<file path="src/verilog/phy_aux_control_map.vh">
// Register offsets, field positions, reset values and timing counts of the auxiliary control bank.
`ifndef PHY_AUX_CONTROL_MAP_VH
`define PHY_AUX_CONTROL_MAP_VH

`define ADDR_COMMON_DRIVER_TEST_CONTROL 5'h1b
`define ADDR_GENERAL_CONTROL_TWO        5'h1c
`define BROADCAST_PHY_ADDR              5'h1f

`define BIT_TEN_MB_PATTERN_ENABLE       4
`define BIT_TEST_PATTERN_SELECT_HI      1
`define BIT_TEST_PATTERN_SELECT_LO      0

`define BIT_SYNC_TRANSMIT_ENABLE        13
`define BIT_RECOVERED_CLOCK_ON_OUTPUT   12
`define BIT_BROADCAST_WRITE_ENABLE      11
`define BIT_ALT_PINOUT_ENABLE           10
`define BIT_SOFT_RESET                  9
`define BIT_CLOCK_OUTPUT_DISABLE        1
`define BIT_GCR2_SPARE                  0

`define RST_TEN_MB_PATTERN_ENABLE       1'h0
`define RST_TEST_PATTERN_SELECT         2'h0
`define RST_GCR2_CONTROL                1'h0

`define PATTERN_EOP_A                   2'h0
`define PATTERN_EOP_B                   2'h1
`define PATTERN_LINK_PULSES             2'h2
`define PATTERN_TONE                    2'h3

`define CORE_CLK_MHZ                    20
`define SOFT_RESET_NS                   400
`define SOFT_RESET_CYCLES               8'h08
`define PREAMBLE_BITS                   32
`define HEADER_BITS                     13
`define DATA_BITS                       16

`define MDIO_OP_WRITE                   2'h1
`define MDIO_OP_READ                    2'h2

`endif

</file>
<file path="src/verilog/mgmt_serial_slave.v">
// Serial management interface slave: frame decode, address match and read data shifting.
`timescale 1ns/100ps
`default_nettype none
`include "phy_aux_control_map.vh"

module mgmt_serial_slave (
    input  wire        core_clk_i,
    input  wire        rst_i,
    input  wire        mdc_rise_i,
    input  wire        mdio_in_i,
    input  wire [4:0]  phy_addr_i,
    input  wire        broadcast_en_i,
    input  wire [15:0] rd_data_i,
    output reg  [4:0]  reg_addr_o,
    output reg         wr_stb_o,
    output reg  [15:0] wr_data_o,
    output reg         mdio_o,
    output reg         mdio_oe_o
);

    localparam [3:0] S_PRE  = 4'h1;
    localparam [3:0] S_HDR  = 4'h2;
    localparam [3:0] S_TA   = 4'h4;
    localparam [3:0] S_DATA = 4'h8;

    reg [3:0]  state_reg;
    reg [5:0]  count_reg;
    reg [12:0] hdr_reg;
    reg [15:0] shift_reg;
    reg        is_read_reg;
    reg        accept_reg;

    wire [12:0] hdr_next = {hdr_reg[11:0], mdio_in_i};
    wire [1:0]  hdr_op   = hdr_next[11:10];
    wire [4:0]  hdr_phy  = hdr_next[9:5];
    wire        hdr_st   = hdr_next[12];
    wire        addr_hit = (hdr_phy == phy_addr_i);
    // While broadcast is enabled, a write to the broadcast address is taken whatever the local address is.
    wire        bc_hit   = broadcast_en_i && (hdr_phy == `BROADCAST_PHY_ADDR)
                           && (hdr_op == `MDIO_OP_WRITE); // RL6

    always @(posedge core_clk_i or posedge rst_i) begin
        if (rst_i) begin
            state_reg   <= S_PRE;
            count_reg   <= 6'h00;
            hdr_reg     <= 13'h0000;
            shift_reg   <= 16'h0000;
            is_read_reg <= 1'b0;
            accept_reg  <= 1'b0;
            reg_addr_o  <= 5'h00;
            wr_stb_o    <= 1'b0;
            wr_data_o   <= 16'h0000;
            mdio_o      <= 1'b0;
            mdio_oe_o   <= 1'b0;
        end else begin
            wr_stb_o <= 1'b0;
            if (mdc_rise_i) begin
                case (state_reg)
                    S_PRE: begin
                        mdio_oe_o <= 1'b0;
                        if (mdio_in_i) begin
                            if (count_reg != 6'd`PREAMBLE_BITS) begin
                                count_reg <= count_reg + 6'h01;
                            end
                        end else if (count_reg == 6'd`PREAMBLE_BITS) begin
                            state_reg <= S_HDR;
                            count_reg <= 6'h00;
                        end else begin
                            count_reg <= 6'h00;
                        end
                    end
                    S_HDR: begin
                        hdr_reg   <= hdr_next;
                        count_reg <= count_reg + 6'h01;
                        if (count_reg == 6'd`HEADER_BITS - 6'h01) begin
                            count_reg   <= 6'h00;
                            reg_addr_o  <= hdr_next[4:0];
                            is_read_reg <= (hdr_op == `MDIO_OP_READ);
                            accept_reg  <= hdr_st && (hdr_op != 2'h0) && (hdr_op != 2'h3)
                                           && (addr_hit || bc_hit);
                            state_reg   <= S_TA;
                        end
                    end
                    S_TA: begin
                        count_reg <= count_reg + 6'h01;
                        if (count_reg == 6'h00) begin
                            if (accept_reg && is_read_reg) begin
                                mdio_o    <= 1'b0;
                                mdio_oe_o <= 1'b1;
                                shift_reg <= rd_data_i;
                            end
                        end else begin
                            count_reg <= 6'h00;
                            state_reg <= S_DATA;
                            if (accept_reg && is_read_reg) begin
                                mdio_o    <= shift_reg[15];
                                shift_reg <= {shift_reg[14:0], 1'b0};
                            end
                        end
                    end
                    S_DATA: begin
                        count_reg <= count_reg + 6'h01;
                        if (accept_reg && is_read_reg) begin
                            mdio_o    <= shift_reg[15];
                            shift_reg <= {shift_reg[14:0], 1'b0};
                        end else begin
                            shift_reg <= {shift_reg[14:0], mdio_in_i};
                        end
                        if (count_reg == 6'd`DATA_BITS - 6'h01) begin
                            count_reg <= 6'h00;
                            state_reg <= S_PRE;
                            mdio_oe_o <= 1'b0;
                            if (accept_reg && !is_read_reg) begin
                                wr_stb_o  <= 1'b1;
                                wr_data_o <= {shift_reg[14:0], mdio_in_i};
                            end
                        end
                    end
                    default: begin
                        state_reg <= S_PRE;
                        count_reg <= 6'h00;
                    end
                endcase
            end
        end
    end

endmodule
`default_nettype wire

</file>
<file path="src/verilog/phy_aux_control_regs.v">
// Auxiliary control register bank: test pattern selector and general control register two.
//
// Overview of operation
// RL1 - Selector picks EOP A, EOP B, pulses, tone.
// RL2 - Sync bit, 100 Mb, MII/master: recovered transmit clock.
// RL3 - Otherwise transmitter follows the local reference clock.
// RL4 - Recovered-clock bit at 100 Mb drives output pin.
// RL5 - Bit clear or 10 Mb: output carries reference.
// RL6 - Broadcast bit accepts writes to address 0x1F.
// RL7 - Alternate pinout reorders pins, enables clock output.
// RL8 - Soft reset spares registers, then clears itself.
// RL9 - Reserved bits 15:14, 8:2 read zero always.
// RL10 - Disable bit stops clock output; strap sets reset.
// RL11 - Selector acts only while pattern enable bit set.
// RL12 - Host writes zero to bit 0; soft reset transient.
`timescale 1ns/100ps
`default_nettype none
`include "phy_aux_control_map.vh"

module phy_aux_control_regs (
    input  wire       core_clk_i,
    input  wire       rst_i,
    input  wire       mdc_i,
    input  wire       mdio_i,
    input  wire [4:0] phy_addr_i,
    input  wire       link_100_i,
    input  wire       mac_sync_capable_i,
    input  wire       clk_out_disable_strap_i,
    output wire       mdio_o,
    output wire       mdio_oe_o,
    output reg        tx_clk_from_recovered_o,
    output reg        clk_out_from_recovered_o,
    output reg        clk_out_enable_o,
    output reg        alt_pinout_o,
    output reg        soft_reset_o,
    output reg  [3:0] test_pattern_onehot_o
);

    //------------------------------------------------------------------
    // Input synchronisers
    //------------------------------------------------------------------
    reg [1:0] mdc_sync_reg;
    reg [1:0] mdio_sync_reg;
    reg [1:0] link_sync_reg;
    reg [1:0] mac_sync_reg;
    reg [1:0] strap_sync_reg;
    reg [4:0] phy_addr_sync0_reg;
    reg [4:0] phy_addr_sync1_reg;
    reg       mdc_last_reg;

    always @(posedge core_clk_i or posedge rst_i) begin
        if (rst_i) begin
            mdc_sync_reg   <= 2'h0;
            mdio_sync_reg  <= 2'h0;
            link_sync_reg  <= 2'h0;
            mac_sync_reg   <= 2'h0;
            strap_sync_reg <= 2'h0;
            phy_addr_sync0_reg <= 5'h00;
            phy_addr_sync1_reg <= 5'h00;
            mdc_last_reg   <= 1'b0;
        end else begin
            mdc_sync_reg   <= {mdc_sync_reg[0], mdc_i};
            mdio_sync_reg  <= {mdio_sync_reg[0], mdio_i};
            link_sync_reg  <= {link_sync_reg[0], link_100_i};
            mac_sync_reg   <= {mac_sync_reg[0], mac_sync_capable_i};
            strap_sync_reg <= {strap_sync_reg[0], clk_out_disable_strap_i};
            phy_addr_sync0_reg <= phy_addr_i;
            phy_addr_sync1_reg <= phy_addr_sync0_reg;
            mdc_last_reg   <= mdc_sync_reg[1];
        end
    end

    wire mdc_rise = mdc_sync_reg[1] && !mdc_last_reg;

    //------------------------------------------------------------------
    // Management access
    //------------------------------------------------------------------
    reg        pattern_enable_reg;
    reg [1:0]  pattern_select_reg;
    reg        sync_tx_reg;
    reg        recovered_out_reg;
    reg        broadcast_reg;
    reg        alt_pinout_reg;
    reg        clk_out_disable_reg;
    reg        spare_bit_reg;
    reg        strap_loaded_reg;
    reg [1:0]  strap_wait_reg;
    reg [7:0]  soft_count_reg;
    reg [15:0] rd_data;

    wire [4:0]  reg_addr;
    wire        wr_stb;
    wire [15:0] wr_data;

    mgmt_serial_slave u_slave (
        .core_clk_i     (core_clk_i),
        .rst_i          (rst_i),
        .mdc_rise_i     (mdc_rise),
        .mdio_in_i      (mdio_sync_reg[1]),
        .phy_addr_i     (phy_addr_sync1_reg),
        .broadcast_en_i (broadcast_reg),
        .rd_data_i      (rd_data),
        .reg_addr_o     (reg_addr),
        .wr_stb_o       (wr_stb),
        .wr_data_o      (wr_data),
        .mdio_o         (mdio_o),
        .mdio_oe_o      (mdio_oe_o)
    );

    function is_addr;
        input [4:0] addr;
        input [4:0] target;
        begin
            is_addr = (addr == target);
        end
    endfunction

    wire soft_active = (soft_count_reg != 8'h00);

    //------------------------------------------------------------------
    // Read data
    //------------------------------------------------------------------
    always @* begin
        rd_data = 16'h0000;
        if (is_addr(reg_addr, `ADDR_COMMON_DRIVER_TEST_CONTROL)) begin
            rd_data[`BIT_TEN_MB_PATTERN_ENABLE] = pattern_enable_reg;
            rd_data[`BIT_TEST_PATTERN_SELECT_HI:`BIT_TEST_PATTERN_SELECT_LO] =
                pattern_select_reg;
        end else if (is_addr(reg_addr, `ADDR_GENERAL_CONTROL_TWO)) begin
            // Bits 15:14 and 8:2 stay zero.
            rd_data[`BIT_SYNC_TRANSMIT_ENABLE]      = sync_tx_reg; // RL9
            rd_data[`BIT_RECOVERED_CLOCK_ON_OUTPUT] = recovered_out_reg;
            rd_data[`BIT_BROADCAST_WRITE_ENABLE]    = broadcast_reg;
            rd_data[`BIT_ALT_PINOUT_ENABLE]         = alt_pinout_reg;
            rd_data[`BIT_SOFT_RESET]                = soft_active;
            rd_data[`BIT_CLOCK_OUTPUT_DISABLE]      = clk_out_disable_reg;
            rd_data[`BIT_GCR2_SPARE]                = spare_bit_reg; // RL12
        end
    end

    //------------------------------------------------------------------
    // Register writes, strap capture and soft reset timing
    //------------------------------------------------------------------
    always @(posedge core_clk_i or posedge rst_i) begin
        if (rst_i) begin
            pattern_enable_reg  <= `RST_TEN_MB_PATTERN_ENABLE;
            pattern_select_reg  <= `RST_TEST_PATTERN_SELECT;
            sync_tx_reg         <= `RST_GCR2_CONTROL;
            recovered_out_reg   <= `RST_GCR2_CONTROL;
            broadcast_reg       <= `RST_GCR2_CONTROL;
            alt_pinout_reg      <= `RST_GCR2_CONTROL;
            clk_out_disable_reg <= `RST_GCR2_CONTROL;
            spare_bit_reg       <= `RST_GCR2_CONTROL;
            strap_loaded_reg    <= 1'b0;
            strap_wait_reg      <= 2'h0;
            soft_count_reg      <= 8'h00;
        end else begin
            // The strap is sampled once it has crossed the synchroniser.
            if (!strap_loaded_reg) begin
                strap_wait_reg <= strap_wait_reg + 2'h1;
                if (strap_wait_reg == 2'h2) begin
                    clk_out_disable_reg <= strap_sync_reg[1]; // RL10
                    strap_loaded_reg    <= 1'b1;
                end
            end
            if (soft_active) begin
                soft_count_reg <= soft_count_reg - 8'h01; // RL8
            end
            if (wr_stb && is_addr(reg_addr, `ADDR_COMMON_DRIVER_TEST_CONTROL)) begin
                pattern_enable_reg <= wr_data[`BIT_TEN_MB_PATTERN_ENABLE];
                pattern_select_reg <=
                    wr_data[`BIT_TEST_PATTERN_SELECT_HI:`BIT_TEST_PATTERN_SELECT_LO];
            end
            if (wr_stb && is_addr(reg_addr, `ADDR_GENERAL_CONTROL_TWO)) begin
                sync_tx_reg         <= wr_data[`BIT_SYNC_TRANSMIT_ENABLE];
                recovered_out_reg   <= wr_data[`BIT_RECOVERED_CLOCK_ON_OUTPUT];
                broadcast_reg       <= wr_data[`BIT_BROADCAST_WRITE_ENABLE];
                alt_pinout_reg      <= wr_data[`BIT_ALT_PINOUT_ENABLE];
                clk_out_disable_reg <= wr_data[`BIT_CLOCK_OUTPUT_DISABLE];
                spare_bit_reg       <= wr_data[`BIT_GCR2_SPARE];
                strap_loaded_reg    <= 1'b1;
                if (wr_data[`BIT_SOFT_RESET]) begin
                    soft_count_reg <= `SOFT_RESET_CYCLES; // RL8
                end
            end
        end
    end

    //------------------------------------------------------------------
    // Control outputs
    //------------------------------------------------------------------
    always @(posedge core_clk_i or posedge rst_i) begin
        if (rst_i) begin
            tx_clk_from_recovered_o  <= 1'b0;
            clk_out_from_recovered_o <= 1'b0;
            clk_out_enable_o         <= 1'b0;
            alt_pinout_o             <= 1'b0;
            soft_reset_o             <= 1'b0;
            test_pattern_onehot_o    <= 4'h0;
        end else begin
            tx_clk_from_recovered_o  <= sync_tx_reg && link_sync_reg[1]
                                        && mac_sync_reg[1]; // RL2 RL3
            clk_out_from_recovered_o <= recovered_out_reg && link_sync_reg[1]; // RL4 RL5
            clk_out_enable_o         <= strap_loaded_reg
                                        && (!clk_out_disable_reg || alt_pinout_reg); // RL10 RL7
            alt_pinout_o             <= alt_pinout_reg; // RL7
            soft_reset_o             <= soft_active; // RL8
            test_pattern_onehot_o    <= 4'h0;
            if (pattern_enable_reg) begin // RL11
                case (pattern_select_reg) // RL1
                    `PATTERN_EOP_A:       test_pattern_onehot_o <= 4'h1;
                    `PATTERN_EOP_B:       test_pattern_onehot_o <= 4'h2;
                    `PATTERN_LINK_PULSES: test_pattern_onehot_o <= 4'h4;
                    `PATTERN_TONE:        test_pattern_onehot_o <= 4'h8;
                    default:              test_pattern_onehot_o <= 4'h0;
                endcase
            end
        end
    end

endmodule
`default_nettype wire
</file>
<file path="config.mk">
export PLATFORM = sky130hd
export DESIGN_NAME = phy_aux_control_regs
export DESIGN_NICKNAME = d
export VERILOG_FILES = /design/src/verilog/mgmt_serial_slave.v /design/src/verilog/phy_aux_control_regs.v
export VERILOG_INCLUDE_DIRS = /design/src /design/src/verilog
export SDC_FILE = /design/constraint.sdc
export NUM_CORES = 1
export LEC_CHECK = 0
export ABC_AREA = 1
export BUFFER_PORTS_ARGS = -buffer_cell sky130_fd_sc_hd__clkbuf_2
export CORE_ASPECT_RATIO = 0.8
export CORE_MARGIN = 5
export CORE_UTILIZATION = 61
export DETAILED_ROUTE_END_ITERATION = 10
export PLACE_DENSITY = 0.9
export SLEW_MARGIN = 5
export SYNTH_ARGS = -nofsm -noshare
export SYNTH_HDL_FRONTEND = slang
export SYNTH_SLANG_ARGS = --single-unit
</file>
<file path="constraint.sdc">
create_clock -name core_clk_i -period 3.7 [get_ports core_clk_i]
set_clock_uncertainty 0.15 [all_clocks]
set_input_delay 0.185 -clock core_clk_i [delete_from_list [all_inputs] [get_ports core_clk_i]]
set_output_delay 0.185 -clock core_clk_i [all_outputs]
set_load 0.03 [all_outputs]
</file>
==> results.tsv, run 1 <==
stage	metric	value	unit
clock_tree	post-cts-setup-buffers	0	
floorplanning	die_h	88.85	um
placement	dp.cells	633	
global_route	grt_overflow	0	
synth	ys.flop_type	dfrtp_1	
outcome	outcome	finished clean	
critical_path	cp_max_fo	13	
placement	dpl-instance-area	4911	um^2
pwr	power	2.847	mW
synth	synth_area_per_cell	9.223	um^2
timing	worst_pin_slew	0.8124	ns
placement	dp_slack	1.698	ns
critical_path	r2r_cells	7	
clock_tree	worstSkewPairLatency	0.38	ns
synth	async_reset_ff_share	100.0	%
timing	fin_tns_setup	0	ns
floorplanning	initial_core_util	63.23	%
clock_tree	clkTransAtPathRegs	0.10	ns
timing	maxSlewHeadroom	45.84	%
routing	avgRoutedWirePerCell	14.70	um
synth	synth_top_area_cell	dfrtp_1	
timing	min_period_over_period	55.81	%
synth	ys_warn_count	0	
pwr	clockPowerShare	27.1	%
finish	instances_no_fill	660	
min_path	worst_hold_path_type	reg -> reg	
clock_tree	cts_inserted_buffers	9	
routing	via_per_inst	5.442	
timing	slew_viol_final	0	
global_route	antenna_found_initial	0	
synth	synthCells	514	
timing	setup_viol	0	
finish	n_antenna_cell	0	
timing	max_freq	484.2	MHz
synth	synth_fp_nets	530	
timing	period_needed	2.065	ns
routing	finalWirelength	9703	um
synth	synth_edf_count	0	
finish	syn2layout_area_growth	10.61	%
timing	grt_setup_unrepaired	no	
routing	drc	0	
finish	post_route_cells_drive_above_1_share	15.50	%
critical_path	crit_arrival	2.21	ns
synth	synth-seq-cells	106	
routing	first_pass_iters	5	
synth	syn_area	4741	um^2
synth	yosysUniqueCellTypes	29	
routing	ant_nets	0	
timing	report.final.hold_viol_count	0	
timing	setup_ws	1.635	ns
floorplanning	die-area	9646	um^2
routing	num_vias	3592	
pwr	vdd_drop_max	370.0	uV
critical_path	cp-start-kind	flop	
synth	ys_seq_area_share	55.98	%
global_route	grt_pass1_vias	3511	
clock_tree	ctsRootBufferMaster	clkbuf_8	
global_route	grt_usage	22.19	%
placement	gp_congestion	0.8703	
pwr	p_sw	0.9841	mW
routing	dr.first_iter.drc_count	220	
critical_path	worst_setup_path_end_kind	flop	
global_route	grt_pass1_wl	16360	um
pwr	power-per-cell-area	542.9	nW/um^2
critical_path	path_class	reg -> reg	
min_path	min_path_cells	0	
pwr	pwr-share-seq	48.2	%
synth	synth.area.top_cells	dfrtp_1 55%, nand2_1 10%, nand3_1 4.6%	
finish	largest_reg_flops	16	
finish	finalInstanceArea	5244	um^2
pwr	power_leakage	2.654	nW
critical_path	cp.required	3.84	ns
clock_tree	cts_tree	yes	
floorplanning	num_rows	28	
floorplanning	io_pins	23	
floorplanning	die-width	108.6	um
pwr	p_int	1.863	mW
placement	place_hpwl	6595	um
job	drv_cap	0	
clock_tree	htree_num_levels	3	
finish	nNetsFinal	566	
global_route	grt_start_max_net_pins	68	
clock_tree	clockBufferDepth	2	
placement	io_buffers	22	
floorplanning	core-area	7497	um^2
pwr	p_sw_share	34.57	%
pwr	combPwrFrac	24.7	%
synth	synthDominantCellAreaShare	55.42	%
clock_tree	clock_sinks	106	
==> layout make-up <==
cell class | instances | area (um^2)
clock buffers | 12 | 165.2
inverters | 61 | 234.0
well taps | 105 | 131.4
clock inverters | 4 | 57.56
multi-input cells | 337 | 1767
repair buffers | 35 | 235.2
fillers | 555 | 2253
flip-flops and latches | 106 | 2654
==> final timing paths <==
path | slack [ns] | from | to
setup / recovery | 1.63 | u_slave.count_reg[0] | u_slave.wr_data_o[11]
hold / removal | 0.20 | phy_addr_sync0_reg[1] | phy_addr_sync1_reg[1]
setup reg to reg | 1.63 | u_slave.count_reg[0] | u_slave.wr_data_o[11]
hold reg to reg | 0.20 | phy_addr_sync0_reg[1] | phy_addr_sync1_reg[1]
max in group asynchronous | 2.23 | rst_i | u_slave.shift_reg[11]
min in group asynchronous | 0.36 | rst_i | test_pattern_onehot_o[3]
==> placed cells by master (no fill, tap or decap) <==
cell type,count
xnor2_1,7
a21oi_1,14
inv_4,2
ha_1,4
bufinv_16,1
nor3_1,6
dlygate4sd3_1,11
nor2_8,2
clkbuf_8,12
inv_2,8
nand2_1,132
buf_4,2
nor2_4,11
dfrtp_1,105
a21oi_4,2
nand3_4,2
clkinv_4,1
clkbuf_2,22
o21ai_2,6
dfstp_2,1
nand4_1,17
and3_1,1
xor2_1,3
clkinvlp_4,1
o21ai_0,34
nand2_4,3
nor2_1,35
nor2_2,1
inv_8,1
o21ai_1,5
nand3_1,44
nand2_2,8
inv_1,51
==> synthesized netlist by cell type, types with 5 or more instances <==
master   number
nor2_1       35
xnor2_1       7
inv_1        52
nand3_1      44
nand2_2       8
nand2_1     132
dfrtp_1     105
o21ai_0      34
a21oi_1      14
inv_2         8
o21ai_2       6
o21ai_1       5
buf_6         6
nand4_1      17
nor3_1        6
nor2_4       11
==> power groups by stage <==
| stage | clock network (mW) | logic, mW | registers, mW |
|---|---|---|---|
| after floorplan | 0 | 0.575 | 1.37 |
| after global placement | 0 | 0.651 | 1.38 |
| after detailed placement | 0 | 0.686 | 1.39 |
| after CTS | 0.783 | 0.701 | 1.37 |
| after global routing | 0.837 | 0.776 | 1.39 |
| final | 0.772 | 0.704 | 1.37 |
==> kinds of logic (layout without fill, tap and decap cells) <==
family,after synthesis,after routing,synth area share [%]
flip-flops,106,106,55.98
buffers and inverters,71,112,6.756
adder cells (fa/ha/maj),4,4,1.056
XOR/XNOR,10,10,1.848
AO/OA/AOI/OAI,61,61,7.390
AND/OR/NAND/NOR,262,262,26.97
==> metrics by stage <==
step	hold slack, ns	util, %
after floorplan	0.06643	-
after detailed placement	0.1446	65.50
final	0.2032	69.94
after global routing	0.2039	69.94
after global placement	0.1437	65.50
after CTS	0.2030	69.94
==> repair_timing <==
item / 4_1_cts / 5_1_grt
endpoints found under the setup margin: 0 / 0
hold buffers: 11 / 0
resized for setup: 0 / 0
hold endpoints to repair: 74 / 0
==> routing by layer <==
| layer | global-route usage [%] | up-vias | part of all wire, % |
|---|---|---|---|
| li1 | - | 1707 | - |
| met2 | 36.46 | 106 | 49 |
| met5 | 0 | - | 0 |
| met3 | 6.273 | 16 | 5.7 |
| met4 | 8.372 | 0 | 1.6 |
| met1 | 28.39 | 1763 | 43 |
==> critical path, stage by stage (launching register included) <==
cell and delay (ns):
dfrtp_1 0.42, ha_1 0.23, nand3_1 0.13, nor2_1 0.20
nand3_1 0.44, inv_1 0.27, nand2_1 0.08, o21ai_0 0.08
No activity file was read; power rests on OpenSTA's default activity.
==> run 2, diff against run 1 <==
Settings changed: ABC_AREA 1 to 0, CORE_UTILIZATION 61 to 60, PLACE_DENSITY 0.9 to 0.89.
Clock period 3.7 ns to 2.07 ns, I/O delays scaled along.
==> run 2 against run 1 <==
Effect of this change:
- the run now ends with setup timing left
- die area is 5.4% lower
- critical path type unchanged
- first-iteration DRC count rose by 29%
- hold slack worse by 0.11 ns
- via count fell by 15%
==> results.tsv, run 2 <==
stage	metric	value	unit
routing	first_pass_iters	4	
synth	synthDominantCellAreaShare	59.93	%
routing	drc	0	
finish	syn2layout_area_growth	22.97	%
timing	min_period_over_period	104.2	%
placement	dpl-instance-area	4873	um^2
clock_tree	htree_num_levels	3	
routing	via_per_inst	5.811	
synth	synth_edf_count	0	
clock_tree	cts_inserted_buffers	9	
timing	maxSlewHeadroom	69.30	%
timing	report.final.hold_viol_count	0	
finish	layout_commonest_cell	dfrtp_1	
synth	ys_warn_count	0	
clock_tree	clockBufferDepth	2	
critical_path	cp_max_fo	3	
pwr	vdd_drop_max	594.3	uV
clock_tree	cts_tree	yes	
timing	setup_ws	-0.08629	ns
synth	synth_fp_nets	375	
synth	synth.area.top_cells	dfrtp_1 60%, mux2_2 8.0%, nand2_1 4.3%	
floorplanning	core-area	6993	um^2
outcome	violations	setup timing	
synth	async_reset_ff_share	100.0	%
clock_tree	worstSkewPairLatency	0.38	ns
synth	synth_area_per_cell	12.21	um^2
synth	synth_common_cells	105 x dfrtp_1, 50 x nand2_1, 31 x mux2_2	
synth	synthCells	359	
placement	gp_congestion	0.8585	
timing	slew_viol_final	0	
finish	nNetsFinal	449	
routing	ant_nets	0	
synth	ys.flop_type	dfrtp_1	
pwr	power-per-cell-area	739.1	nW/um^2
global_route	grt_pass1_vias	3125	
global_route	grt_pass1_wl	15380	um
finish	post_route_cells_drive_above_1_share	33.33	%
placement	place_hpwl	6049	um
min_path	worst_hold_path_type	in -> async	
critical_path	worst_setup_path_end_kind	flop	
routing	finalWirelength	8993	um
finish	largest_reg_flops	16	
global_route	grt_overflow	0	
synth	synth-seq-cells	106	
critical_path	cp.required	2.19	ns
timing	grt_setup_unrepaired	yes	
clock_tree	clkTransAtPathRegs	0.10	ns
critical_path	cp-start-kind	flop	
finish	n_antenna_cell	0	
floorplanning	num_rows	27	
clock_tree	ctsRootBufferMaster	clkbuf_8	
routing	dr.first_iter.drc_count	284	
timing	setup_viol	18	
job	drv_cap	0	
global_route	antenna_found_initial	0	
critical_path	path_class	reg -> reg	
synth	yosysUniqueCellTypes	57	
global_route	grt_start_max_net_pins	40	
timing	worst_pin_slew	0.4604	ns
routing	num_vias	3051	
outcome	outcome	complete, but fails checks	
floorplanning	die-area	9127	um^2
global_route	grt_usage	21.48	%
floorplanning	die_h	86.46	um
placement	io_buffers	22	
finish	final_cell_mix	103 x dfrtp_1, 49 x nand2_1, 36 x buf_4	
synth	ys_seq_area_share	60.53	%
critical_path	crit_arrival	2.27	ns
pwr	power	3.985	mW
timing	max_freq	463.8	MHz
clock_tree	clock_sinks	106	
timing	period_needed	2.156	ns
timing	fin_tns_setup	-0.5250	ns
synth	synth_top_area_cell	dfrtp_1	
floorplanning	die-width	105.6	um
finish	finalInstanceArea	5391	um^2
synth	syn_area	4384	um^2
synth	synth.most_common_cell	dfrtp_1	
floorplanning	initial_core_util	62.69	%
timing	hold_slack	0.08919	ns
finish	fill_cells	403	
floorplanning	io_pins	23	
pwr	power_leakage	2.545	nW
routing	avgRoutedWirePerCell	17.13	um
## run 2: changes by cell type in the layout (fill, tap and decap cells not counted), sizes merged, moves of 19 or more
cell / change
nand2: -93
inv: -51
buf: +38
nand3: -37
mux2: +36
nor2: -34
o21ai: -19
## run 2: power breakdown
part | total, mW | switching, mW | internal [mW] | leakage, nW
clock | 1.31 | 0.702 | 0.607 | 0.109
sequential | 2.18 | 0.0563 | 2.12 | 1.40
combinational | 0.500 | 0.258 | 0.243 | 1.03
## run 2: final timing paths
kind | startpoint | endpoint | slack [ns] | cells after the start
max | u_slave.count_reg[0] | u_slave.state_reg[2] | -0.09 | 7
min | rst_i | soft_count_reg[3] | 0.09 | 3
max reg2reg | u_slave.count_reg[0] | u_slave.state_reg[2] | -0.09 | 7
min reg2reg | mdc_sync_reg[0] | mdc_sync_reg[1] | 0.21 | 0
max in group asynchronous | rst_i | u_slave.hdr_reg[7] | 0.91 | 4
min in group core_clk_i | mdc_sync_reg[0] | mdc_sync_reg[1] | 0.21 | 0
## run 2: area by class of cell
cell class	count	area, um^2	share of cell area [%]
flip-flops and latches	106	2656	49.27
well taps	87	108.9	2.019
multi-input cells	233	1813	33.63
repair buffers	73	561.8	10.42
clock inverters	6	72.57	1.346
clock buffers	10	137.6	2.553
inverters	10	41.29	0.7658
## run 2: metrics by stage
stage	instances	utilization [%]	setup slack (ns)
finish	525	77.10	-0.08629
global route	525	77.10	-0.1815
CTS	522	75.40	-0.08570
detailed placement	493	69.69	-0.08179
global placement	493	69.69	-0.04233
floorplan	359	-	-0.04385
## run 2: repair_timing
| action | CTS | global route |
|---|---|---|
| pin swaps | 2 | 10 |
| hold endpoints to repair | 47 | 0 |
| setup buffers | 2 | 4 |
| setup endpoints to repair | 21 | 38 |
| gates resized for setup | 15 | 21 |
| hold buffers | 11 | 0 |
## run 2: worst max-delay path, cell delays in order, from the launching register on
cell and delay, ns:
dfrtp_1 0.40, inv_2 0.08, ha_4 0.14, or3b_4 0.39, o21ai_4 0.16, nand4_1 0.19
a21oi_4 0.22, mux2_4 0.32
## run 2: cells by family (layout without fill, tap and decap cells)
logic type      count (synthesis)  in the layout  synth area share (%)
fa+ha+maj                       4              4                 1.142
flops                         106            106                 60.53
buf+inv                        20             99                 1.912
mux                            37             37                 9.903
compound gates                 57             57                 7.991
xor+xnor                       14             14                 2.797
simple gates                  121            121                 15.72
## run 2: routing by layer
layer	track usage [%]	wire length, um
met3	6.180	528
met4	8.353	212
met2	33.74	4401
met5	0	0
met1	28.69	3850
